### src/scw_pkg.sv
// Purpose: Shared constants and types for the SYSREF capture window and status block.
// Assumes: Register indices are word indices; the APB byte address is four times the index.
// Notes: Each register holds eight bits in the low byte lane; upper bits read as zero.
package scw_pkg;

    ////////////////////////////////////////////////////////////////////////////
    // Bus geometry.
    localparam int PADDR_W = 14;
    localparam int IDX_W = 12;
    localparam int PDATA_W = 32;
    localparam int REG_W = 8;

    ////////////////////////////////////////////////////////////////////////////
    // Register indices (byte address = index * 4).
    localparam logic [IDX_W-1:0] IDX_CTRL1 = 12'h120;
    localparam logic [IDX_W-1:0] IDX_SKEW_WINDOW = 12'h122;
    localparam logic [IDX_W-1:0] IDX_TS_DELAY = 12'h123;
    localparam logic [IDX_W-1:0] IDX_SETUP_HOLD = 12'h128;
    localparam logic [IDX_W-1:0] IDX_DIV_PHASE = 12'h129;
    localparam logic [IDX_W-1:0] IDX_CAPTURE_COUNT = 12'h12a;
    localparam logic [IDX_W-1:0] IDX_IRQ_STATUS = 12'h130;
    localparam logic [IDX_W-1:0] IDX_IRQ_CLEAR = 12'h131;
    localparam logic [IDX_W-1:0] IDX_IRQ_ENABLE = 12'h132;

    ////////////////////////////////////////////////////////////////////////////
    // Field positions and widths.
    localparam int FLAG_RESET_BIT = 6;
    localparam int MODE_LSB = 1;
    localparam int MODE_W = 2;
    localparam int NEG_WIN_LSB = 2;
    localparam int POS_WIN_LSB = 0;
    localparam int WIN_W = 2;
    localparam int TS_DELAY_LSB = 0;
    localparam int TS_DELAY_W = 7;
    localparam int SETUP_LSB = 0;
    localparam int HOLD_LSB = 4;
    localparam int STAT_W = 4;
    localparam int PHASE_W = 4;
    localparam int COUNT_W = 8;
    localparam int SKEW_W = 4;
    localparam int IRQ_W = 3;
    localparam int IRQ_CAPTURE_BIT = 0;
    localparam int IRQ_SETUP_BIT = 1;
    localparam int IRQ_HOLD_BIT = 2;

    ////////////////////////////////////////////////////////////////////////////
    // Reset values and counts.
    localparam logic FLAG_RESET_INIT = 1'b0;
    localparam logic [MODE_W-1:0] MODE_INIT = 2'h0;
    localparam logic [WIN_W-1:0] WIN_INIT = 2'h0;
    localparam logic [TS_DELAY_W-1:0] TS_DELAY_INIT = 7'h40;
    localparam logic [STAT_W-1:0] STAT_INIT = 4'h0;
    localparam logic [PHASE_W-1:0] PHASE_INIT = 4'h0;
    localparam logic [COUNT_W-1:0] COUNT_INIT = 8'h00;
    localparam logic [COUNT_W-1:0] COUNT_STEP = 8'h01;
    localparam logic [IRQ_W-1:0] IRQ_INIT = 3'h0;
    localparam int TS_DELAY_DEPTH = 128;

    ////////////////////////////////////////////////////////////////////////////
    // Capture modes.
    typedef enum logic [MODE_W-1:0] {
        SCW_MODE_DISABLED = 2'b00,
        SCW_MODE_CONTINUOUS = 2'b01,
        SCW_MODE_NSHOT = 2'b10
    } scw_mode_t;

endpackage

### src/scw_capture_qualify.sv
// Purpose: Detects SYSREF transitions and drops those that fall inside the skew windows.
// Assumes: sysref_in and the skew and phase measurements are synchronous to pclk.
// Notes: Outputs are registered, one cycle after the transition is seen.
`timescale 1ns/1ps
module scw_capture_qualify (
    // Clock and reset.
    input wire logic pclk,
    input wire logic presetn,
    // Configuration.
    input wire logic enable,
    input wire logic [scw_pkg::WIN_W-1:0] neg_window,
    input wire logic [scw_pkg::WIN_W-1:0] pos_window,
    // Measurement.
    input wire logic sysref_in,
    input wire logic signed [scw_pkg::SKEW_W-1:0] sysref_skew,
    input wire logic [scw_pkg::PHASE_W-1:0] div_phase_in,
    // Qualified capture.
    output logic cap_pulse,
    output logic cap_early,
    output logic cap_late,
    output logic [scw_pkg::SKEW_W-1:0] cap_mag,
    output logic [scw_pkg::PHASE_W-1:0] cap_phase
);
    import scw_pkg::*;

    logic sysref_q;
    logic edge_seen;
    logic [SKEW_W-1:0] mag;
    logic ignored;

    ////////////////////////////////////////////////////////////////////////////
    // A transition exactly on the sample clock (skew zero) is taken whenever enable is high.
    assign edge_seen = enable && sysref_in && !sysref_q;
    assign mag = sysref_skew[SKEW_W-1] ? SKEW_W'(-sysref_skew) : SKEW_W'(sysref_skew);

    always_comb begin
        ignored = 1'b0;
        if (sysref_skew[SKEW_W-1]) begin
            ignored = mag <= {2'b00, neg_window}; // see RULE_01, see RULE_02
        end else if (sysref_skew != '0) begin
            ignored = mag <= {2'b00, pos_window}; // see RULE_03, see RULE_04
        end
    end

    always_ff @(posedge pclk or negedge presetn) begin
        if (!presetn) begin
            sysref_q <= 1'b0;
        end else begin
            sysref_q <= sysref_in;
        end
    end

    always_ff @(posedge pclk or negedge presetn) begin
        if (!presetn) begin
            cap_pulse <= 1'b0;
            cap_early <= 1'b0;
            cap_late <= 1'b0;
            cap_mag <= '0;
            cap_phase <= PHASE_INIT;
        end else begin
            cap_pulse <= edge_seen && !ignored; // see RULE_13
            cap_early <= sysref_skew[SKEW_W-1];
            cap_late <= !sysref_skew[SKEW_W-1] && (sysref_skew != '0);
            cap_mag <= mag;
            cap_phase <= div_phase_in;
        end
    end
endmodule

### src/scw_sysref_window.sv
// Purpose: APB register block that qualifies SYSREF captures and reports their status.
// Assumes: pclk is the sample clock; SYSREF, skew and divider phase arrive synchronous to it.
// Notes: Zero wait state slave; read data is latched in the setup cycle.
//
// The APB register port was decided locally.
`timescale 1ns/1ps

// Notes on behaviour
// RULE_01: Two-bit negative skew window in sample clocks.
// RULE_02: Negative code zero exact; others tolerate 1-3.
// RULE_03: Separate two-bit positive skew window setting.
// RULE_04: Positive code zero exact; others tolerate 1-3.
// RULE_05: Timestamp delay 0 to 127, resets 64.
// RULE_06: Latch four-bit divider phase on each capture.
// RULE_07: Eight-bit read-only capture counter increments.
// RULE_08: Counter wraps from 255 to zero.
// RULE_09: Flag reset clears and holds counter zero.
// RULE_10: Software reads counter only while mode disabled.
// RULE_11: Flag reset holds setup/hold flags cleared.
// RULE_12: Software disables mode before changing polarity.
// RULE_13: Only transitions outside windows update status.
// RULE_14: Four-bit setup and hold status fields.
module scw_sysref_window (
    // Clock and reset.
    input wire logic pclk,
    input wire logic presetn,
    // APB slave.
    input wire logic [scw_pkg::PADDR_W-1:0] paddr,
    input wire logic psel,
    input wire logic penable,
    input wire logic pwrite,
    input wire logic [scw_pkg::PDATA_W-1:0] pwdata,
    input wire logic [3:0] pstrb,
    output logic [scw_pkg::PDATA_W-1:0] prdata,
    output logic pready,
    output logic pslverr,
    // SYSREF capture path.
    input wire logic sysref_in,
    input wire logic signed [scw_pkg::SKEW_W-1:0] sysref_skew,
    input wire logic [scw_pkg::PHASE_W-1:0] div_phase_in,
    output logic sysref_timestamp,
    // Interrupt.
    output logic irq
);
    import scw_pkg::*;

    logic flag_reset;
    logic [MODE_W-1:0] mode;
    logic [WIN_W-1:0] neg_window;
    logic [WIN_W-1:0] pos_window;
    logic [TS_DELAY_W-1:0] ts_delay;
    logic [STAT_W-1:0] setup_status;
    logic [STAT_W-1:0] hold_status;
    logic [PHASE_W-1:0] div_phase;
    logic [COUNT_W-1:0] capture_count;
    logic [IRQ_W-1:0] irq_status;
    logic [IRQ_W-1:0] irq_enable;
    logic [IRQ_W-1:0] irq_event;
    logic [IRQ_W-1:0] irq_clear;
    logic [IDX_W-1:0] idx;
    logic access;
    logic wr_en;
    logic hit;
    logic [REG_W-1:0] next_rdata;
    logic capture_enable;
    logic cap_pulse;
    logic cap_early;
    logic cap_late;
    logic [SKEW_W-1:0] cap_mag;
    logic [PHASE_W-1:0] cap_phase;

    ////////////////////////////////////////////////////////////////////////////
    // APB decode.
    assign idx = paddr[PADDR_W-1:2];
    assign access = psel && penable;
    assign wr_en = access && pwrite && pstrb[0];
    assign pready = 1'b1;
    assign pslverr = access && !hit;

    always_comb begin
        case (idx)
            IDX_CTRL1, IDX_SKEW_WINDOW, IDX_TS_DELAY, IDX_SETUP_HOLD, IDX_DIV_PHASE,
            IDX_CAPTURE_COUNT, IDX_IRQ_STATUS, IDX_IRQ_CLEAR, IDX_IRQ_ENABLE: begin
                hit = 1'b1;
            end
            default: begin
                hit = 1'b0;
            end
        endcase
    end

    always_comb begin
        next_rdata = '0;
        case (idx)
            IDX_CTRL1: begin
                next_rdata[FLAG_RESET_BIT] = flag_reset;
                next_rdata[MODE_LSB +: MODE_W] = mode;
            end
            IDX_SKEW_WINDOW: begin
                next_rdata[NEG_WIN_LSB +: WIN_W] = neg_window;
                next_rdata[POS_WIN_LSB +: WIN_W] = pos_window;
            end
            IDX_TS_DELAY: begin
                next_rdata[TS_DELAY_LSB +: TS_DELAY_W] = ts_delay;
            end
            IDX_SETUP_HOLD: begin
                next_rdata[SETUP_LSB +: STAT_W] = setup_status; // see RULE_14
                next_rdata[HOLD_LSB +: STAT_W] = hold_status; // see RULE_14
            end
            IDX_DIV_PHASE: begin
                next_rdata[PHASE_W-1:0] = div_phase;
            end
            IDX_CAPTURE_COUNT: begin
                next_rdata = capture_count; // see RULE_07
            end
            IDX_IRQ_STATUS: begin
                next_rdata[IRQ_W-1:0] = irq_status;
            end
            IDX_IRQ_ENABLE: begin
                next_rdata[IRQ_W-1:0] = irq_enable;
            end
            default: begin
                next_rdata = '0;
            end
        endcase
    end

    // Latching in the setup cycle keeps prdata a flop and stable through the access phase.
    always_ff @(posedge pclk or negedge presetn) begin
        if (!presetn) begin
            prdata <= '0;
        end else if (psel && !penable && !pwrite) begin
            prdata <= {{(PDATA_W-REG_W){1'b0}}, next_rdata};
        end
    end

    ////////////////////////////////////////////////////////////////////////////
    // Software-written configuration.
    always_ff @(posedge pclk or negedge presetn) begin
        if (!presetn) begin
            flag_reset <= FLAG_RESET_INIT;
            mode <= MODE_INIT;
        end else if (wr_en && idx == IDX_CTRL1) begin
            flag_reset <= pwdata[FLAG_RESET_BIT];
            mode <= pwdata[MODE_LSB +: MODE_W];
        end
    end

    always_ff @(posedge pclk or negedge presetn) begin
        if (!presetn) begin
            neg_window <= WIN_INIT;
            pos_window <= WIN_INIT;
        end else if (wr_en && idx == IDX_SKEW_WINDOW) begin
            neg_window <= pwdata[NEG_WIN_LSB +: WIN_W]; // see RULE_01
            pos_window <= pwdata[POS_WIN_LSB +: WIN_W]; // see RULE_03
        end
    end

    always_ff @(posedge pclk or negedge presetn) begin
        if (!presetn) begin
            ts_delay <= TS_DELAY_INIT; // see RULE_05
        end else if (wr_en && idx == IDX_TS_DELAY) begin
            ts_delay <= pwdata[TS_DELAY_LSB +: TS_DELAY_W];
        end
    end

    always_ff @(posedge pclk or negedge presetn) begin
        if (!presetn) begin
            irq_enable <= IRQ_INIT;
        end else if (wr_en && idx == IDX_IRQ_ENABLE) begin
            irq_enable <= pwdata[IRQ_W-1:0];
        end
    end

    ////////////////////////////////////////////////////////////////////////////
    // Capture qualification and timestamp.
    // Software is expected to disable capture before touching polarity or reading the count.
    assign capture_enable = mode != SCW_MODE_DISABLED; // see RULE_12, see RULE_10

    scw_capture_qualify u_qualify (
        .pclk(pclk),
        .presetn(presetn),
        .enable(capture_enable),
        .neg_window(neg_window),
        .pos_window(pos_window),
        .sysref_in(sysref_in),
        .sysref_skew(sysref_skew),
        .div_phase_in(div_phase_in),
        .cap_pulse(cap_pulse),
        .cap_early(cap_early),
        .cap_late(cap_late),
        .cap_mag(cap_mag),
        .cap_phase(cap_phase)
    );

    scw_ts_delay #(
        .DEPTH(TS_DELAY_DEPTH),
        .SEL_W(TS_DELAY_W)
    ) u_ts_delay (
        .pclk(pclk),
        .presetn(presetn),
        .in_pulse(cap_pulse),
        .delay_sel(ts_delay),
        .out_pulse(sysref_timestamp)
    );

    ////////////////////////////////////////////////////////////////////////////
    // Capture status.
    always_ff @(posedge pclk or negedge presetn) begin
        if (!presetn) begin
            capture_count <= COUNT_INIT;
        end else if (flag_reset) begin
            capture_count <= COUNT_INIT; // see RULE_09
        end else if (cap_pulse) begin
            capture_count <= capture_count + COUNT_STEP; // see RULE_07, see RULE_08
        end
    end

    always_ff @(posedge pclk or negedge presetn) begin
        if (!presetn) begin
            div_phase <= PHASE_INIT;
        end else if (cap_pulse) begin
            div_phase <= cap_phase; // see RULE_06
        end
    end

    // Setup reports how many clocks early, hold how many late, of the last capture.
    always_ff @(posedge pclk or negedge presetn) begin
        if (!presetn) begin
            setup_status <= STAT_INIT;
            hold_status <= STAT_INIT;
        end else if (flag_reset) begin
            setup_status <= STAT_INIT; // see RULE_11
            hold_status <= STAT_INIT; // see RULE_11
        end else if (cap_pulse) begin
            setup_status <= cap_early ? cap_mag : STAT_INIT; // see RULE_14, see RULE_13
            hold_status <= cap_late ? cap_mag : STAT_INIT; // see RULE_14, see RULE_13
        end
    end

    ////////////////////////////////////////////////////////////////////////////
    // Interrupts: a set in the same cycle as a clear wins.
    always_comb begin
        irq_event = '0;
        irq_event[IRQ_CAPTURE_BIT] = cap_pulse && !flag_reset;
        irq_event[IRQ_SETUP_BIT] = cap_pulse && cap_early && !flag_reset; // see RULE_11
        irq_event[IRQ_HOLD_BIT] = cap_pulse && cap_late && !flag_reset; // see RULE_11
    end

    assign irq_clear = (wr_en && idx == IDX_IRQ_CLEAR) ? pwdata[IRQ_W-1:0] : IRQ_INIT;

    always_ff @(posedge pclk or negedge presetn) begin
        if (!presetn) begin
            irq_status <= IRQ_INIT;
        end else begin
            irq_status <= (irq_status & ~irq_clear) | irq_event;
        end
    end

    assign irq = |(irq_status & irq_enable);
endmodule

### src/scw_ts_delay.sv
// Purpose: Delays the qualified capture pulse by a programmable number of cycles.
// Assumes: The delay setting changes only while captures are idle.
// Notes: Output appears delay plus one cycles after the input pulse.
`timescale 1ns/1ps
module scw_ts_delay #(
    parameter int DEPTH = scw_pkg::TS_DELAY_DEPTH,
    parameter int SEL_W = scw_pkg::TS_DELAY_W
) (
    // Clock and reset.
    input wire logic pclk,
    input wire logic presetn,
    // Pulse path.
    input wire logic in_pulse,
    input wire logic [SEL_W-1:0] delay_sel,
    output logic out_pulse
);
    import scw_pkg::*;

    logic [DEPTH-1:0] line;
    logic [SEL_W-1:0] tap;

    assign tap = delay_sel - SEL_W'(1);

    always_ff @(posedge pclk or negedge presetn) begin
        if (!presetn) begin
            line <= '0;
        end else begin
            line <= {line[DEPTH-2:0], in_pulse};
        end
    end

    always_ff @(posedge pclk or negedge presetn) begin
        if (!presetn) begin
            out_pulse <= 1'b0;
        end else if (delay_sel == '0) begin
            out_pulse <= in_pulse; // see RULE_05
        end else begin
            out_pulse <= line[tap]; // see RULE_05
        end
    end
endmodule

### config.mk
export PLATFORM = sky130hd
export DESIGN_NAME = scw_sysref_window
export DESIGN_NICKNAME = d
export VERILOG_FILES = /design/src/scw_pkg.sv /design/src/scw_capture_qualify.sv /design/src/scw_sysref_window.sv /design/src/scw_ts_delay.sv
export SDC_FILE = /design/constraint.sdc
export NUM_CORES = 1
export LEC_CHECK = 0
export ABC_AREA = 1
export BUFFER_PORTS_ARGS = -buffer_cell sky130_fd_sc_hd__clkbuf_2
export CAP_MARGIN = 20
export CORE_ASPECT_RATIO = 0.5
export CORE_MARGIN = 2
export CORE_UTILIZATION = 40
export DETAILED_ROUTE_END_ITERATION = 8
export GPL_ROUTABILITY_DRIVEN = 0
export HOLD_SLACK_MARGIN = 0.06
export PLACE_DENSITY = 0.64
export SLEW_MARGIN = 20
export SYNTH_ARGS = -nofsm -noshare
export SYNTH_HDL_FRONTEND = slang
export SYNTH_SLANG_ARGS = --single-unit
### constraint.sdc
create_clock -name pclk -period 7.2 [get_ports pclk]
set_input_delay 2.16 -clock pclk [delete_from_list [all_inputs] [get_ports pclk]]
set_output_delay 2.16 -clock pclk [all_outputs]
set_load 0.02 [all_outputs]
Yosys cells after proc, flatten, opt, wreduce, memory -nomap -nowiden
Cells that the tools add are included.
{ "totals": {"register_bits": 189, "in_bits": 64, "out_inout_bits": 36, "wordCells": 94} }
{ "classes": {"addsub": 3, "n_lt_le_gt_ge": 3, "eq_ne": 9, "mux": 22, "bitwise": 4, "reduce_logical": 33} }
{ "ops": {"columns": ["op", "count"], "rows": [
  ["12-bit by 9-bit equality test with 1-bit output (second input constant)", 9],
  ["4-bit 2-to-1 mux", 7],
  ["1-bit logical AND", 20],
  ["8-bit 2-to-1 mux", 2],
  ["2-bit case mux with 8 select lines", 1],
  ["9-bit OR reduction", 1],
  ["8-bit by 1-bit adder with 8-bit output (second input constant)", 1],
  ["4-bit by 2-bit <= comparator with 1-bit output", 2],
  ["7-bit by 8-bit less-than comparator with 1-bit output (second input constant)", 1],
  ["1-bit binary-select mux with 7-bit select", 1],
  ["1-bit zero test", 7],
  ["7-bit zero test", 1],
  ["1-bit case mux with 7 select lines", 1],
  ["7-bit by 1-bit subtractor with 7-bit output (second input constant)", 1],
  ["3-bit bitwise AND", 2],
  ["2-bit case mux with 3 select lines", 1],
  ["1-bit 2-to-1 mux", 5],
  ["1-bit case mux with 5 select lines", 1],
  ["4-bit negator", 1],
  ["1-bit case mux with 4 select lines", 1],
  ["2-bit nonzero test", 2],
  ["4-bit nonzero test", 1],
  ["3-bit 2-to-1 mux", 1],
  ["3-bit NOT", 1],
  ["other kinds (3)", 3]
]} }

Longest topological paths before layout
Gate-level depths: netlist of the first run.
{ "depth": {"ltp_word": 8, "depth_mapped": 16, "ltp_nobuf": 12} }

By module
Synthesis of the first run repeated with hierarchy kept, for this count alone.
{ "hier_totals": {"cells_unflattened": 946, "hier_area_um2": 8259.2} }
{ "modules_own_cells": {"columns": ["mod", "n_inst", "cells_each", "area_each_um2", "seq_area_each_um2"], "rows": [
  ["scw_ts_delay", 1, 517, 4946.0, 3228.1],
  ["scw_sysref_window", 1, 376, 2800.2, 1202.4],
  ["scw_capture_qualify", 1, 53, 513.0, 300.3]
]} }

Least setup slack after synthesis of the first run
OpenSTA, ideal clock, no wires.
{ "synth_path": {"kind": "input to output", "start": "in paddr[11] (netlist bit)", "end": "out pslverr", "arrival_ns": 3.363, "required_ns": 5.040, "setup_slack_ns": 1.677, "stages": 9, "n_path_buf": 1, "cell_sequence": "inv_1 nand3_1 clkinv_1 buf_1 nand2_1 nand4_1 nor4_1 nand2_1 nor2_1"} }
{ "synth_via": {"elab_chain_len": 5, "elab_cells_between_ends": 13, "cone_classes": "eq/ne: 9; mux: 1; reduce/logical: 3"} }
{ "synth_rtl": {"columns": ["element", "line", "rtl"], "rows": [
  ["start, declared", "scw_sysref_window.sv:28", "input wire logic [scw_pkg::PADDR_W-1:0] paddr,"],
  ["12-bit by 9-bit equality test with 1-bit output", "scw_sysref_window.sv:81", "case (idx)"],
  ["9-bit OR reduction (*)", "scw_sysref_window.sv:81", null],
  ["1-bit 2-to-1 mux (*)", "scw_sysref_window.sv:81", null],
  ["1-bit zero test (*)", "scw_sysref_window.sv:78", "assign pslverr = access && !hit;"],
  ["1-bit logical AND (*)", "scw_sysref_window.sv:78", null],
  ["end, declared", "scw_sysref_window.sv:36", "output logic pslverr,"]
]} }
Mark *: on every way between the ends. The rest lies on a longest branch, timed or not.

Worst setup path after layout of the first run
Same ends and word-level chain as after synthesis.

==> flow_metrics.py, run 1 <==
metrics = {
    "detailed_routing": {
        "wl_per_cell_um": 14.1,
        "viasPerCell": 4.83,
        "drt_iter0_drc": 497,
        "routed_wl_um": 16800,
        "antenna_left": 0,
        "firstDrtPassIters": 5,
        "drc": 0,
        "num_vias": 5747,
    },
    "critical_path": {
        "path_cells": "clkbuf_2 -> inv_1 -> nand3_1 -> clkinv_1 -> nand2_1 -> nand4_1 -> nor4_1 -> nand2_1 -> nor2_1 -> clkbuf_2",
        "cp_max_fo": 17,
        "critPathMaxStageDelay_ps": 400,
        "critPathRequiredTime_ps": 5040,
        "slowest_stage": "nand2_1",
        "cp-start-kind": "input pin",
        "crit_type": "in -> out",
        "worst_setup_path_end_kind": "output port",
        "critical_path_arrival_ps": 3930,
    },
    "cts": {
        "cts_tree": "done",
        "h-tree-depth": 4,
        "numCtsBuffers": 17,
        "post_cts_resized": 0,
        "ctsLongestPathBuffers": 2,
        "postCtsSetupRepairBufs": 0,
        "clk_pin_slew_ps": 70,
        "cts.sinks": 189,
        "cts-root-buf": "clkbuf_16",
        "hold_buffers": 0,
        "clock_latency_ps": 430,
    },
    "synthesis": {
        "yosysMostFrequentCell": "nand2_1",
        "synth_top_area_share": 0.601,
        "synth_area_leaders": "dfrtp_1 60%, nand2_1 11%, nand3_1 6.4%",
        "ys.warnings.count": 0,
        "yosys.cell_types.count": 30,
        "seq_area_frac_synth": 0.605,
        "async_reset_ff_frac": 1.00,
        "syn_area_per_cell_sq_um": 8.98,
        "ys_ff_latch": 189,
        "netlist_area_sq_um": 7820,
        "synth_edf_count": 0,
        "synthFlopType": "dfrtp_1",
        "synth_cells": 871,
        "synth_commonest_cells": "229 x nand2_1, 188 x dfrtp_1, 102 x inv_1",
        "synth_top_area_cell": "dfrtp_1",
    },
    "timing": {
        "tns_ps": 0,
        "rsz0062_at_grt": "no",
        "hold_slack_ps": 371,
        "fin_crit_ps": 6090,
        "fin_crit_sh": 0.846,
        "max_freq_mhz": 164,
        "setup_viol": 0,
        "drv_slew": 0,
        "finalClockSkew_ps": 9.74,
        "finalHoldViolCount": 0,
        "worstMarginPinSlew_ps": 1010,
        "max_slew_margin": 0.329,
    },
    "power_and_ir_drop": {
        "p_leak_uw": 0.00441,
        "vdd_drop_max_uv": 155,
        "power.density_nw_per_um2": 235,
    },
    "floorplan": {
        "core_area_sq_um": 19300,
        "rows": 36,
        "dieHeight_um": 103,
        "die_area_sq_um": 20800,
        "initial_utilization": 0.405,
        "ioPinCount": 100,
        "die_w_um": 202,
    },
    "global_route": {
        "use_met1": 0.230,
        "use_met3": 0.0367,
        "grt_pass1_wl_um": 27500,
        "grt_pass1_vias": 5437,
        "grt_overflow": 0,
        "grt_usage": 0.169,
        "grt_max_degree": 76,
        "antenna_found_initial": 0,
        "grt_busiest_layer": "met2",
        "globalRouteMet2Util": 0.268,
    },
    "place": {
        "portBuffers": 44,
        "placed_cell_area_sq_um": 8200,
        "hpwlAfterDp_um": 10600,
        "dp.cells": 1158,
    },
    "cells_and_area": {
        "diodes": 0,
        "final_area_sq_um": 8790,
        "layout-drive-gt1-share": 0.0931,
        "synthToLayoutAreaGrowth_pct": 12.3,
        "final_cells": 1190,
        "nets": 982,
    },
    "min_path": {
        "min_path_type": "reg -> reg",
    },
    "job": {
        "max_cap_violations": 0,
    },
    "run_status": {
        "status": "finished, final reports clean",
    },
}
==> layout by cell type (no fill, tap or decap), drive strengths merged, types with 2 or more instances in the layout <==
| cell | count |
|---|---|
| o21ai | 58 |
| clkinvlp | 2 |
| nor3 | 7 |
| nand4 | 4 |
| buf | 6 |
| o22ai | 19 |
| conb | 25 |
| clkinv | 7 |
| or2 | 2 |
| nand2 | 230 |
| nand3 | 101 |
| inv | 104 |
| nor4 | 3 |
| clkbuf | 64 |
| nor2 | 78 |
| xnor2 | 2 |
| dfrtp | 188 |
| xor2 | 4 |
| ha | 7 |
| a21oi | 8 |
| bufinv | 2 |
==> metrics by stage <==
step / worst slack (ps) / power [uW] / util
floorplan: 1680 / 1120 / -
global placement: 1150 / 1150 / 0.424
detailed placement: 1140 / 1150 / 0.424
CTS: 1130 / 2080 / 0.454
global route: 870 / 2130 / 0.455
finish: 1110 / 2060 / 0.455
==> final cells by class <==
cell class              instances  area [sq um]
clock buffers                  21           440
multi-input cells             550          2490
fillers                      1860         10500
repair buffers                 49           264
flip-flops and latches        189          4730
inverters                     104           390
well taps                     266           333
clock inverters                11           135
==> worst max-delay path: cells and delay by family <==
kind,cells,cell delay (ps)
buffers and inverters,4,630
AND/OR/NAND/NOR,6,1130
==> report_power, final <==
group          leakage (uW)  internal, uW  switching, uW  total, uW
Sequential          0.00259          1070           1.18       1070
Combinational       0.00155          13.6           50.3       63.9
Clock              0.000274           518            413        931
==> routing by layer <==
metal / wire length [um] / vias to the layer above
met5: 0 / -
met1: 7970 / 2807
li1: - / 2779
met2: 7780 / 131
met4: 357 / 0
met3: 659 / 30
==> kinds of logic (layout without fill, tap and decap cells) <==
group,Yosys count,after routing,synth area share
and+or+nand+nor,425,425,0.225
DFF,189,189,0.605
buffers and inverters,155,185,0.0894
AOI/OAI and AO/OA,87,87,0.0592
adders and majority gates,7,7,0.0112
xor gates and xnor gates,6,6,0.00960
other,2,25,0.000960
==> registers in the layout (all words and copies together), names as in the netlist <==
name	flops
capture_count	8
div_phase	4
flag_reset	1
hold_status	4
irq_enable	3
irq_status	3
mode	2
neg_window	2
pos_window	2
prdata	8
setup_status	4
ts_delay	7
u_qualify.cap_early	1
u_qualify.cap_late	1
u_qualify.cap_mag	4
u_qualify.cap_phase	4
u_qualify.cap_pulse	1
u_qualify.sysref_q	1
u_ts_delay.line	128
u_ts_delay.out_pulse	1
==> path summary, 6_finish.rpt <==
check	from	cells after the start	end	slack, ps
max in group asynchronous	presetn	2	setup_status[2]$_DFFE_PN0P_	4110
min	u_ts_delay.line[53]$_DFF_PN0_	0	u_ts_delay.line[54]$_DFF_PN0_	370
min reg2reg	u_ts_delay.line[53]$_DFF_PN0_	0	u_ts_delay.line[54]$_DFF_PN0_	370
max reg2reg	ts_delay[0]$_DFFE_PN0P_	13	u_ts_delay.out_pulse$_DFF_PN0_	3670
min in group asynchronous	presetn	1	u_ts_delay.line[127]$_DFF_PN0_	1710
max	paddr[11]	10	pslverr	1110
Power figures use the tool's default switching activity.
==> run 2: changes to the inputs <==
==> constraint.sdc (replaced) <==
create_clock -name pclk -period 6 [get_ports pclk]
set_input_delay 1.8 -clock pclk [delete_from_list [all_inputs] [get_ports pclk]]
set_output_delay 1.8 -clock pclk [all_outputs]
set_load 0.02 [all_outputs]
==> run 2 against run 1 <==
Against the previous run: power is 15% higher; largest cell class unchanged; sequential share of layout area up 0.39 points; via count is 0.52% lower; clock power rose by 8%; first-iteration DRC count fell by 14%; die area is the same; largest power group unchanged; critical path depth is the same.
==> flow_metrics.py, run 2 (synthesized netlist as in run 1, its figures left out) <==
metrics = {
    "power_and_ir_drop": {
        "power.density_nw_per_um2": 272,
        "vdd_drop_max_uv": 151,
        "p_leak_uw": 0.00440,
    },
    "cts": {
        "ctsLongestPathBuffers": 2,
        "h-tree-depth": 4,
        "post_cts_resized": 0,
        "cts_tree": "done",
        "clk_pin_slew_ps": 60,
        "numCtsBuffers": 17,
        "hold_buffers": 0,
        "cts-root-buf": "clkbuf_16",
        "cts.sinks": 189,
        "clock_latency_ps": 430,
        "postCtsSetupRepairBufs": 0,
    },
    "critical_path": {
        "r2r_end": "u_ts_delay.out_pulse$_DFF_PN0_",
        "crit_type": "in -> out",
        "critical_path_arrival_ps": 3570,
        "cp-start-kind": "input pin",
        "critPathRequiredTime_ps": 4200,
        "rrSetupSlack_ps": 2670,
        "r2r_cells": 14,
        "cp_max_fo": 17,
        "rr_startpoint": "ts_delay[0]$_DFFE_PN0P_",
        "worst_setup_path_end_kind": "output port",
    },
    "min_path": {
        "hold_start": "u_ts_delay.line[96]$_DFF_PN0_",
        "min_path_type": "reg -> reg",
        "hold_depth": 0,
        "worstHoldEndpoint": "u_ts_delay.line[97]$_DFF_PN0_",
    },
    "detailed_routing": {
        "met2_length_um": 7840,
        "drc": 0,
        "wl_met3_um": 597,
        "firstDrtPassIters": 5,
        "wl_per_cell_um": 13.9,
        "viasPerCell": 4.82,
        "wl_met1_um": 7800,
        "routed_wl_um": 16500,
        "drt_iter0_drc": 426,
        "antenna_left": 0,
        "num_vias": 5717,
        "top_layer": "met4",
    },
    "floorplan": {
        "core_area_sq_um": 19300,
        "rows": 36,
        "die_w_um": 202,
        "ioPinCount": 100,
        "initial_utilization": 0.405,
        "die_area_sq_um": 20800,
        "dieHeight_um": 103,
    },
    "timing": {
        "fin_crit_ps": 5370,
        "drv_slew": 0,
        "fin_crit_sh": 0.894,
        "hold_slack_ps": 371,
        "rsz0062_at_grt": "no",
        "finalClockSkew_ps": 7.77,
        "tns_ps": 0,
        "finalHoldViolCount": 0,
        "setup_viol": 0,
        "worstMarginPinSlew_ps": 1020,
        "max_freq_mhz": 186,
        "max_slew_margin": 0.315,
    },
    "cells_and_area": {
        "largest_reg_flops": 128,
        "multi_input_area_sq_um": 2480,
        "layout_commonest_cell": "nand2_1",
        "most-common-layout-cells": "229 x nand2_1, 187 x dfrtp_1, 101 x inv_1, 100 x nand3_1, 78 x nor2_1",
        "diodes": 0,
        "fill_cells": 1880,
        "top_regs": "u_ts_delay.line x128, capture_count x8, prdata x8",
        "synthToLayoutAreaGrowth_pct": 11.5,
        "ff_latch_area_sq_um": 4730,
        "final_area_sq_um": 8720,
        "regMostFlops": "u_ts_delay.line",
        "layout-drive-gt1-share": 0.0912,
        "nets": 981,
    },
    "place": {
        "hpwlAfterDp_um": 10500,
        "portBuffers": 44,
        "placed_cell_area_sq_um": 8200,
    },
    "global_route": {
        "grt_pass1_wl_um": 27200,
        "grt_usage": 0.168,
        "grt_pass1_vias": 5372,
        "grt_max_degree": 125,
        "antenna_found_initial": 0,
        "grt_overflow": 0,
    },
    "run_status": {
        "status": "finished, final reports clean",
    },
    "job": {
        "max_cap_violations": 0,
    },
}
run 2: per-stage QoR:
| step | util | setup slack [ps] | power (uW) | instances |
|---|---|---|---|---|
| CTS | 0.451 | 694 | 2390 | 1187 |
| floorplan | - | 1200 | 1350 | 894 |
| global route | 0.451 | 367 | 2460 | 1187 |
| finish | 0.451 | 635 | 2370 | 1187 |
| detailed placement | 0.425 | 698 | 1380 | 1157 |
| global placement | 0.425 | 703 | 1380 | 1157 |
run 2: where the power goes:
| part | switching (uW) | internal (uW) |
|---|---|---|
| sequential | 1.45 | 1280 |
| combinational | 59.9 | 16.8 |
| clock | 459 | 555 |
run 2: cell type report:
| class | instances | share of cell area |
|---|---|---|
| clock buffer | 23 | 0.0548 |
| clock inverter | 7 | 0.00473 |
| inverter | 104 | 0.0448 |
| multi-input combinational | 550 | 0.284 |
| sequential | 189 | 0.542 |
| tap | 266 | 0.0382 |
| timing repair buffer | 48 | 0.0308 |
run 2: worst max-delay path by stage:
stage,startpoint,to,slack (ps),depth (start not counted)
after global routing,paddr[11],pslverr,370,10
after floorplan,paddr[11],pslverr,1200,9
after global placement,paddr[11],pslverr,700,10
after detailed placement,paddr[11],pslverr,700,10
after CTS,paddr[11],pslverr,690,10
final,paddr[11],pslverr,630,10
run 2: per-layer routing:
metal | global-route usage | up-vias
met5 | 0 | -
met4 | 0.0639 | 0
met3 | 0.0386 | 19
met2 | 0.270 | 113
met1 | 0.226 | 2806
li1 | - | 2779
run 2: worst max-delay path, cell delays in order:
cell	delay (ps)
clkbuf_2	80
inv_1	30
nand3_1	110
clkinv_1	360
nand2_1	410
nand4_1	140
nor4_1	210
nand2_1	140
nor2_1	110
clkbuf_2	170
